**src/hdl/msif_pkg.sv**
```systemverilog
// Package with register map, field positions and mode codes for the status and interrupt flag block
package msif_pkg;

   localparam logic [7:0] MSIF_ADDR_OPERATING_STATUS = 8'h08;
   localparam logic [7:0] MSIF_ADDR_INTERRUPT_PENDING_STATUS = 8'h09;
   localparam logic [7:0] MSIF_OPERATING_STATUS_RESET = 8'h00;
   localparam logic [7:0] MSIF_INTERRUPT_PENDING_RESET = 8'h00;

   // Operating status field positions
   localparam int MSIF_NEW_SAMPLE_BIT = 3;
   localparam int MSIF_QUEUE_EMPTY_BIT = 4;
   localparam int MSIF_QUEUE_FULL_BIT = 5;
   localparam int MSIF_QUEUE_LEVEL_BIT = 6;
   localparam int MSIF_PENDING_BIT = 7;

   // Interrupt pending field positions
   localparam int MSIF_WAKE_BIT = 2;
   localparam int MSIF_ACQ_BIT = 3;
   localparam int MSIF_QEMPTY_IRQ_BIT = 4;
   localparam int MSIF_QFULL_IRQ_BIT = 5;
   localparam int MSIF_QLEVEL_IRQ_BIT = 6;
   localparam int MSIF_COMBINED_BIT = 7;
   localparam int MSIF_FLAG_LO = 2;
   localparam int MSIF_FLAG_COUNT = 6;

   localparam int MSIF_QUEUE_DEPTH = 32;
   localparam int MSIF_COUNT_W = 6;
   localparam int MSIF_THRESH_W = 5;
   localparam logic [MSIF_COUNT_W-1:0] MSIF_QUEUE_FULL_COUNT = 6'h20;
   localparam logic [MSIF_COUNT_W-1:0] MSIF_QUEUE_EMPTY_COUNT = 6'h00;

   // Mode field settles within this many heartbeat transitions
   localparam int MSIF_MODE_SETTLE_TRANSITIONS = 3;
   localparam logic [1:0] MSIF_MODE_SETTLE_MAX = 2'h3;

   localparam int MSIF_SYNC_STAGES = 3;
   localparam int MSIF_MODE_W = 3;

   typedef enum logic [2:0] {
      MSIF_MODE_SLEEP = 3'b000,
      MSIF_MODE_STANDBY = 3'b001,
      MSIF_MODE_ACTIVITY_WATCH = 3'b010,
      MSIF_MODE_RESV3 = 3'b011,
      MSIF_MODE_RESV4 = 3'b100,
      MSIF_MODE_CONTINUOUS = 3'b101,
      MSIF_MODE_COMBINED = 3'b110,
      MSIF_MODE_BURST = 3'b111
   } msif_mode_e;

   localparam logic [7:0] MSIF_BURST_MAX = 8'hFE;
   localparam logic [7:0] MSIF_BURST_CONTINUOUS = 8'h00;

endpackage : msif_pkg

```
**src/hdl/msif_status_irq.sv**
```systemverilog
// Operating status and sticky interrupt flag registers of the motion sensor
// Functional notes
// - Reported mode may lag a mode command by up to three heartbeat transitions.
// - Sleep reports 000, standby 001; codes 011 and 100 never reported.
// - Activity watch 010 samples without queue, moves itself to continuous on activity.
// - Code 101 is continuous sampling; code 110 is combined mode.
// - Code 111 burst takes 1..254 or endless samples, finite burst returns to sleep.
// - New-sample bit 3 sets on fresh sample, clears on host read.
// - Queue-empty bit 4 is a level, reads 1 after reset.
// - Queue-full bit 5 is a level, 1 when 32 slots are used.
// - Queue-level bit 6 is 1 while count at or above threshold.
// - Pending bit 7 is the OR of all latched interrupt flags.
// - A flag latches only while its enable bit is 1.
// - I2C clears flags on read, or write if selected; SPI clears on write.
// - Wake flag bit 2 latches on automatic watch-to-continuous move.
// - Acquisition flag bit 3 latches on new sample in continuous or burst.
// - Queue-empty flag bit 4 re-arms only after non-empty then empty.
// - Queue-full flag bit 5 re-arms only after not-full then full.
// - Queue-level flag bit 6 latches while count at or above the threshold, with no re-arm.
// - Combined detect flag bit 7 latches in combined mode; detector then halts.
// - With re-arm option set, clearing combined flag resets the detector.
// - Without re-arm option, detector restarts only when leaving combined mode.
`timescale 1ns/1ps
`default_nettype none
module msif_status_irq
   import msif_pkg::*;
(
   input wire logic ref_clk,
   input wire logic rst,
   input wire logic heartbeat,
   input wire logic mode_cmd_valid,
   input wire logic [MSIF_MODE_W-1:0] mode_cmd,
   input wire logic [7:0] burst_length,
   input wire logic activity_detected,
   input wire logic sample_acquired,
   input wire logic [MSIF_COUNT_W-1:0] queue_count,
   input wire logic [MSIF_THRESH_W-1:0] queue_threshold,
   input wire logic [MSIF_FLAG_COUNT-1:0] irq_enable,
   input wire logic detector_rearm_on_clear,
   input wire logic write_clear_select,
   input wire logic spi_selected,
   input wire logic reg_rd,
   input wire logic reg_wr,
   input wire logic [7:0] reg_addr,
   output logic [7:0] reg_rdata,
   output logic [7:0] operating_status,
   output logic [7:0] interrupt_pending_status,
   output logic any_irq_pending,
   output logic [MSIF_MODE_W-1:0] current_mode,
   output logic detector_armed
);

   typedef struct packed {
      logic hb_prev;
      logic [1:0] settle;
      logic cmd_pending;
      msif_mode_e cmd_mode;
      msif_mode_e mode;
      logic [7:0] burst_left;
      logic burst_endless;
      logic new_sample;
      logic [MSIF_FLAG_COUNT-1:0] flags;
      logic empty_armed;
      logic full_armed;
      logic armed;
      logic [7:0] rdata;
      logic [7:0] op_stat;
      logic [7:0] irq_stat;
      logic pending;
   } msif_state_s;

   msif_state_s cur;
   msif_state_s next_cur;
   logic hb_sync;

   msif_sync #(
      .RESET_VALUE(1'b0)
   ) u_hb_sync (
      .ref_clk(ref_clk),
      .rst(rst),
      .async_in(heartbeat),
      .sync_out(hb_sync)
   );

   always_comb begin
      logic hb_edge;
      logic queue_empty;
      logic queue_full;
      logic queue_level;
      logic status_rd;
      logic status_clear;
      logic wake_evt;
      logic combined_evt;
      logic [MSIF_FLAG_COUNT-1:0] events;
      logic [7:0] op_view;
      logic [7:0] irq_view;
      hb_edge = 1'b0;
      queue_empty = 1'b0;
      queue_full = 1'b0;
      queue_level = 1'b0;
      status_rd = 1'b0;
      status_clear = 1'b0;
      wake_evt = 1'b0;
      combined_evt = 1'b0;
      events = '0;
      op_view = '0;
      irq_view = '0;
      next_cur = cur;

      hb_edge = hb_sync != cur.hb_prev;
      next_cur.hb_prev = hb_sync;

      queue_empty = queue_count == MSIF_QUEUE_EMPTY_COUNT;
      queue_full = queue_count == MSIF_QUEUE_FULL_COUNT;
      queue_level = queue_count >= {1'b0, queue_threshold};

      status_rd = reg_rd && reg_addr == MSIF_ADDR_INTERRUPT_PENDING_STATUS;
      // SPI always clears by write; I2C by read unless write clearing is selected
      if (spi_selected || write_clear_select) begin
         status_clear = reg_wr && reg_addr == MSIF_ADDR_INTERRUPT_PENDING_STATUS;
      end else begin
         status_clear = status_rd;
      end

      // Mode commands are applied on a later heartbeat transition, never reserved codes
      if (mode_cmd_valid && mode_cmd != MSIF_MODE_RESV3 && mode_cmd != MSIF_MODE_RESV4) begin
         next_cur.cmd_pending = 1'b1;
         next_cur.cmd_mode = msif_mode_e'(mode_cmd);
         next_cur.settle = '0;
      end else if (cur.cmd_pending && hb_edge) begin
         if (cur.settle == MSIF_MODE_SETTLE_MAX - 2'h1) begin
            next_cur.cmd_pending = 1'b0;
            next_cur.mode = cur.cmd_mode;
            next_cur.settle = '0;
            if (cur.cmd_mode == MSIF_MODE_BURST) begin
               next_cur.burst_endless = burst_length == MSIF_BURST_CONTINUOUS;
               next_cur.burst_left = (burst_length > MSIF_BURST_MAX) ? MSIF_BURST_MAX : burst_length;
            end
         end else begin
            next_cur.settle = cur.settle + 2'h1;
         end
      end

      unique case (cur.mode)
         MSIF_MODE_ACTIVITY_WATCH: begin
            // Self-driven move, the only source of the wake event
            if (activity_detected && !cur.cmd_pending) begin
               next_cur.mode = MSIF_MODE_CONTINUOUS;
               wake_evt = 1'b1;
            end
         end
         MSIF_MODE_COMBINED: begin
            if (activity_detected && cur.armed) begin
               combined_evt = 1'b1;
               next_cur.armed = 1'b0;
            end
         end
         MSIF_MODE_BURST: begin
            if (sample_acquired && !cur.burst_endless) begin
               if (cur.burst_left <= 8'h01) begin
                  next_cur.mode = MSIF_MODE_SLEEP;
               end else begin
                  next_cur.burst_left = cur.burst_left - 8'h01;
               end
            end
         end
         MSIF_MODE_SLEEP, MSIF_MODE_STANDBY, MSIF_MODE_CONTINUOUS: begin
         end
         default: begin
            next_cur.mode = MSIF_MODE_SLEEP;
         end
      endcase

      // Leaving combined mode always resets the detector
      if (cur.mode != MSIF_MODE_COMBINED) begin
         next_cur.armed = 1'b1;
      end

      events[MSIF_WAKE_BIT-MSIF_FLAG_LO] = wake_evt;
      events[MSIF_ACQ_BIT-MSIF_FLAG_LO] = sample_acquired &&
         (cur.mode == MSIF_MODE_CONTINUOUS || cur.mode == MSIF_MODE_BURST);
      events[MSIF_QEMPTY_IRQ_BIT-MSIF_FLAG_LO] = queue_empty && cur.empty_armed;
      events[MSIF_QFULL_IRQ_BIT-MSIF_FLAG_LO] = queue_full && cur.full_armed;
      events[MSIF_QLEVEL_IRQ_BIT-MSIF_FLAG_LO] = queue_level;
      events[MSIF_COMBINED_BIT-MSIF_FLAG_LO] = combined_evt;

      // Edge arming keeps the empty and full conditions from retriggering after a clear
      if (queue_empty && cur.empty_armed) begin
         next_cur.empty_armed = 1'b0;
      end else if (!queue_empty) begin
         next_cur.empty_armed = 1'b1;
      end
      if (queue_full && cur.full_armed) begin
         next_cur.full_armed = 1'b0;
      end else if (!queue_full) begin
         next_cur.full_armed = 1'b1;
      end

      if (status_clear) begin
         next_cur.flags = '0;
         if (detector_rearm_on_clear && cur.flags[MSIF_COMBINED_BIT-MSIF_FLAG_LO]) begin
            next_cur.armed = 1'b1;
         end
      end
      // Set is applied after clear so a coincident event survives
      next_cur.flags = next_cur.flags | (events & irq_enable);

      if (sample_acquired) begin
         next_cur.new_sample = 1'b1;
      end else if (reg_rd && reg_addr == MSIF_ADDR_OPERATING_STATUS) begin
         next_cur.new_sample = 1'b0;
      end

      next_cur.pending = |next_cur.flags;

      op_view = {next_cur.pending, queue_level, queue_full, queue_empty,
                 next_cur.new_sample, next_cur.mode};
      irq_view = {next_cur.flags, 2'b00};
      next_cur.op_stat = op_view;
      next_cur.irq_stat = irq_view;

      // Read data shows the value before any clear caused by this read
      if (reg_rd && reg_addr == MSIF_ADDR_OPERATING_STATUS) begin
         next_cur.rdata = cur.op_stat;
      end else if (status_rd) begin
         next_cur.rdata = cur.irq_stat;
      end else if (reg_rd) begin
         next_cur.rdata = '0;
      end
   end

   always_ff @(posedge ref_clk or posedge rst) begin
      if (rst) begin
         cur <= '{
            hb_prev: 1'b0,
            settle: 2'h0,
            cmd_pending: 1'b0,
            cmd_mode: MSIF_MODE_SLEEP,
            mode: MSIF_MODE_SLEEP,
            burst_left: 8'h00,
            burst_endless: 1'b0,
            new_sample: 1'b0,
            flags: '0,
            empty_armed: 1'b1,
            full_armed: 1'b1,
            armed: 1'b1,
            rdata: 8'h00,
            op_stat: MSIF_OPERATING_STATUS_RESET | (8'h01 << MSIF_QUEUE_EMPTY_BIT),
            irq_stat: MSIF_INTERRUPT_PENDING_RESET,
            pending: 1'b0
         };
      end else begin
         cur <= next_cur;
      end
   end

   assign reg_rdata = cur.rdata;
   assign operating_status = cur.op_stat;
   assign interrupt_pending_status = cur.irq_stat;
   assign any_irq_pending = cur.pending;
   assign current_mode = cur.mode;
   assign detector_armed = cur.armed;

endmodule : msif_status_irq
`default_nettype wire

```
**src/hdl/msif_sync.sv**
```systemverilog
// Three stage input synchroniser with agreement filter
`timescale 1ns/1ps
`default_nettype none
module msif_sync
   import msif_pkg::*;
#(
   parameter logic RESET_VALUE = 1'b0
) (
   input wire logic ref_clk,
   input wire logic rst,
   input wire logic async_in,
   output logic sync_out
);

   typedef struct packed {
      logic [MSIF_SYNC_STAGES-1:0] stage;
      logic level;
   } msif_sync_s;

   msif_sync_s cur;
   msif_sync_s next_cur;

   // Stage 0 is only read by stage 1; the level follows once stages 1 and 2 agree
   always_comb begin
      next_cur = cur;
      next_cur.stage = {cur.stage[MSIF_SYNC_STAGES-2:0], async_in};
      if (cur.stage[1] == cur.stage[2]) begin
         next_cur.level = cur.stage[2];
      end
   end

   always_ff @(posedge ref_clk or posedge rst) begin
      if (rst) begin
         cur <= '{stage: {MSIF_SYNC_STAGES{RESET_VALUE}}, level: RESET_VALUE};
      end else begin
         cur <= next_cur;
      end
   end

   assign sync_out = cur.level;

endmodule : msif_sync
`default_nettype wire

```
**config.mk**
```make
export PLATFORM = sky130hd
export DESIGN_NAME = msif_status_irq
export DESIGN_NICKNAME = d
export VERILOG_FILES = /design/src/hdl/msif_pkg.sv /design/src/hdl/msif_status_irq.sv /design/src/hdl/msif_sync.sv
export SDC_FILE = /design/constraint.sdc
export NUM_CORES = 1
export LEC_CHECK = 0
export ABC_AREA = 1
export BUFFER_PORTS_ARGS = -buffer_cell sky130_fd_sc_hd__buf_2
export CORE_ASPECT_RATIO = 0.8
export CORE_MARGIN = 2
export CORE_UTILIZATION = 52
export DETAILED_ROUTE_END_ITERATION = 10
export GPL_TIMING_DRIVEN = 0
export PLACE_DENSITY = 0.83
export SYNTH_ARGS = -nofsm -noshare
export SYNTH_HDL_FRONTEND = slang
export SYNTH_SLANG_ARGS = --single-unit
```
**constraint.sdc**
```tcl
create_clock -name ref_clk -period 1.97 [get_ports ref_clk]
set_input_delay 0 -clock ref_clk [delete_from_list [all_inputs] [get_ports ref_clk]]
set_output_delay 0 -clock ref_clk [all_outputs]
set_load 0.005 [all_outputs]
```
=== Word level (Yosys, flattened, before mapping) ===
Index checks and enable logic that the tools add are counted.
W data, S select, Z words.

* $add $sub $neg: 2
* Magnitude comparators: 3
* Eq/ne operators: 17
* Muxes and demuxes: 35
* Bitwise operators: 3
* Reductions and logical operators: 27

{| class="wikitable"
|+ Operators by type and width
! operator !! number
|-
| $mux W8 || 6
|-
| $mux W12 || 3
|-
| $mux W1 || 17
|-
| $eq A8 B4 Y1 const B || 2
|-
| $logic_and A1 B1 Y1 || 13
|-
| $eq A3 B3 Y1 const B || 4
|-
| $mux W3 || 4
|-
| $mux W11 || 1
|-
| $mux W9 || 1
|-
| $pmux W3 S3 || 1
|-
| $gt A8 B8 Y1 const B || 1
|-
| $le A8 B1 Y1 const B || 1
|-
| $logic_not A8 Y1 || 1
|-
| $sub A8 B1 Y8 const B || 1
|-
| $and A6 B6 Y6 || 1
|-
| $eq A6 B6 Y1 const B || 1
|-
| $ge A6 B5 Y1 || 1
|-
| $logic_not A6 Y1 || 1
|-
| $mux W6 || 1
|-
| $ne A3 B3 Y1 const B || 2
|-
| $or A6 B6 Y6 || 1
|-
| $reduce_or A6 Y1 || 1
|-
| $ne A2 B1 Y1 const B || 2
|-
| $reduce_and A4 Y1 || 1
|-
| 16 further kinds || 19
|}

* Flip-flop bits (word level): 50
* Output and inout port bits: 29
* Logic and storage cells: 104

=== Logic depth before layout (Yosys ltp) ===
* Depth after elaboration: 9
* Gate-level depth with buffers: 12
* Mapped depth without buffers: 12

=== Hierarchy ===
Synthesis repeated with hierarchy kept, for this count alone.

* Cell total of the unflattened synthesis: 347
* Area, all modules: 2630.0 um^2

{| class="wikitable"
|+ Modules (own cells, without submodules)
! module !! times used !! cells each !! area an instance (um^2) !! sequential area each (um^2)
|-
| msif_status_irq || 1 || 338 || 2509.9 || 1031.0
|-
| msif_sync || 1 || 9 || 120.1 || 100.1
|}

=== Worst setup path after synthesis ===
No wires, ideal clock.

* Kind: register -> register
* From: register cur[36] (netlist name)
* To: register cur[39] (netlist name)
* Library setup time: 0.113 ns
* Arrival: 1.315 ns
* Required time: 1.857 ns
* Setup slack: 0.542 ns
* Stages on the path, launching flop included: 11
* Buffers on the path: 1
* Path through: dfrtp_1 -> inv_1 -> ha_1 -> nor2_1 -> nor3_1 -> nand2_1 -> nand3_2 -> buf_6 -> nand3_1 -> nand2_1 -> inv_1

{| class="wikitable"
|+ RTL lines
! element !! line !! RTL
|-
| start, declared || msif_status_irq.sv:72 || <nowiki>msif_state_s cur;</nowiki>
|-
| start signal, assigned || msif_status_irq.sv:234 || <nowiki>cur <= '{</nowiki>
|-
| start signal, assigned || msif_status_irq.sv:253 || <nowiki>cur <= next_cur;</nowiki>
|}

==> flow_summary.ini <==
[floorplan]
io_pins = 76
fp.dieArea_um2 = 5660
die_y_um = 67.7
die_w_um = 83.6
coreArea_um2 = 4950
rows = 23
start_util_pct = 53.2

[timing]
slew_violations = 0
setup_viol = 0
hold_viol = 0
finalSetupTns_ns = 0
clock_skew_ns = 0.00850
hold-worst-slack_ns = 0.0213
period_needed_ns = 1.89
rsz0062_at_grt = false
finalWorstSetupSlack_ns = 0.0797
post-route-period-util_pct = 96.0
fmax_mhz = 529

[synthesis]
syn-instance-count = 344
yosys.area.top_type_share_pct = 38.9
synth_area_per_cell_um2 = 7.66
ys_warn_count = 0
yosysUniqueCellTypes = 29
synth.area.top_cells = dfrtp_1 (39%), nand2_1 (15%), buf_4 (7.7%), nand3_1 (6.5%), inv_1 (6.0%)
synthesis.area_um2 = 2640
yosys_register_bits = 45
yosysSeqAreaShare_pct = 42.9
synth_top_area_cell = dfrtp_1

[critical_path]
critPathMaxStageDelay_ns = 0.60
r2r_cells = 5
r2r-end = detector_armed
crit_top_cell = dlygate4sd3_1
cp_top_family = buffers and inverters
ff2ff_setup_slack_ns = 0.20
start_kind = primary input
slowest_stage = dlygate4sd3_1
path_class = in -> reg
worstPathArrival_ns = 2.13
r2r_start = operating_status[0]
critPathLaunch = queue_count[4]
crit_buf_inv = 5
crit_fanout = 3
endpoint_kind = flip-flop
cp_cell_sequence = dlygate4sd3_1, buf_2, inv_1, nand2_1, dlygate4sd3_1, nor2_2, dlygate4sd3_1
cp.required_ns = 2.21

[global_route]
grt_max_degree = 34
antenna_found_initial = 0
grt_overflow_total = 0
grt_use_total_pct = 23.2
grt_first_pass_wirelength_um = 10400
grt_pass1_vias = 2299

[power_and_ir_drop]
p_int_mw = 1.92
p_sw_share_pct = 31.1
pwr-share-clk_pct = 29.5
power_switching_mw = 0.867
seqPwrFrac_pct = 42.4
p_leak_nw = 1.88
max-vdd-ir-drop_mv = 0.617
power_frac_comb_pct = 28.1
power.density_nw_per_um2 = 807
power_mw = 2.79

[place]
io_buffers = 72
place_ws_ns = 0.350
gp_congestion = 0.886
dp_hpwl_um = 4320

[cts]
cts.sinks = 45
cts_buffer_depth = 2
insertion_delay_ns = 0.30
cts_tree = done
cts_max_level = 2
cts_setup_buffers = 0
path_clk_slew_ns = 0.09
cts-root-buf = clkbuf_8
numCtsBuffers = 5

[drt]
via_per_inst = 5.00
wl_um = 6410
dr.pass1.iters = 5
wl_per_cell_um = 12.6
vias = 2550
first_iter_violations = 182
ant_nets = 0
drcViolationCount = 0

[layout]
layout_commonest_cell = nand2_1
mostFrequentLayoutCells = nand2_1 (104), buf_2 (75), inv_1 (41), dfrtp_1 (41), nand3_1 (34)
drive_gt1_share_pct = 29.2
syn_to_final_growth_pct = 31.1
num-nets-final = 501
utilization_pct = 69.8
diodes = 0

[min_path]
hold_depth = 3
min_from = irq_enable[1]
hold_path.class = in -> reg
holdPathEnd = interrupt_pending_status[3]

[status]
status = finished clean

[job]
cap_violations = 0
-- sequential cells by signal (all words and copies together), names as in the netlist --
name                      count
u_hb_sync.sync_out            1
u_hb_sync.cur                 3
cur                          18
reg_rdata                     8
detector_armed                1
operating_status              8
interrupt_pending_status      6
-- final cells by class --
type	instances	area (um2)
fillers	384	1500
multi-input cells	224	1110
clock buffers	5	68.8
clock inverters	3	65.1
repair buffers	95	601
inverters	45	169
plain buffers	31	229
flip-flops and latches	45	1130
well taps	62	77.6
-- tightest hold or removal path, cell delays in order --
cell	delay (ns)
buf_2	0.09
nand4_1	0.10
nand2_1	0.08
-- synthesized netlist by cell type --
master and count:
a21oi_1 3, buf_2 3, buf_4 27, buf_6 1, conb_1 1, dfrtp_1 41
dfstp_2 4, ha_1 7, inv_1 42, inv_2 3, maj3_1 1, nand2_1 104
nand3_1 34, nand3_2 2, nand4_1 7, nor2_1 29, nor2_2 1, nor2_4 2
nor3_1 4, nor3_4 1, nor4_1 2, nor4_4 1, o211ai_1 5, o21a_1 2
o21ai_0 9, o221ai_1 1, or2_0 1, or2_2 3, xor2_1 3
-- metal layers --
metal  part of all wire [%]  up-vias  routed length (um)  GRT usage, %
met3                    7.1       13                 456          5.87
met1                     43     1165                2790          29.7
met2                     48      109                3050          39.1
met5                      0        -                   0             0
met4                    1.8        0                 113          7.86
li1                       -     1263                   -             -
-- kinds of logic (layout without fill, tap and decap cells) --
group / after synthesis / after routing / synth area share [%]
AND/OR/NAND/NOR: 191 / 191 / 32.5
buffers and inverters: 76 / 179 / 15.1
flip-flops: 45 / 45 / 42.9
AO/OA/AOI/OAI: 20 / 20 / 4.61
adder cells (fa/ha/maj): 8 / 8 / 3.70
XOR/XNOR: 3 / 3 / 0.997
other: 1 / 2 / 0.142
-- per-stage QoR --
stage,instances,area (um2)
2_1_floorplan,345,2640
3_3_place_gp,479,3080
3_5_place_dp,480,3100
4_1_cts,510,3450
5_1_grt,510,3450
6_report,510,3450
-- how the worst max path moves through the flow --
stage | cells past startpoint | end
2_1_floorplan | 10 | cur[39]
3_3_place_gp | 9 | cur[37]
3_5_place_dp | 9 | cur[37]
4_1_cts | 7 | operating_status[4]
5_1_grt | 7 | operating_status[4]
6_report | 7 | operating_status[4]
-- power groups by stage --
stage	clock (mW)	combinational [mW]	sequential, mW
2_1_floorplan	0	0.529	1.16
3_3_place_gp	0	0.702	1.19
3_5_place_dp	0	0.732	1.20
4_1_cts	0.834	0.769	1.18
5_1_grt	0.880	0.886	1.20
6_report	0.822	0.783	1.18
-- repair_timing --
action | in CTS | in global routing
hold endpoints to repair | 59 | 0
hold buffers | 22 | 0
resized for setup | 0 | 1
setup endpoints to repair | 0 | 1
(Power assumes the default switching activity.)
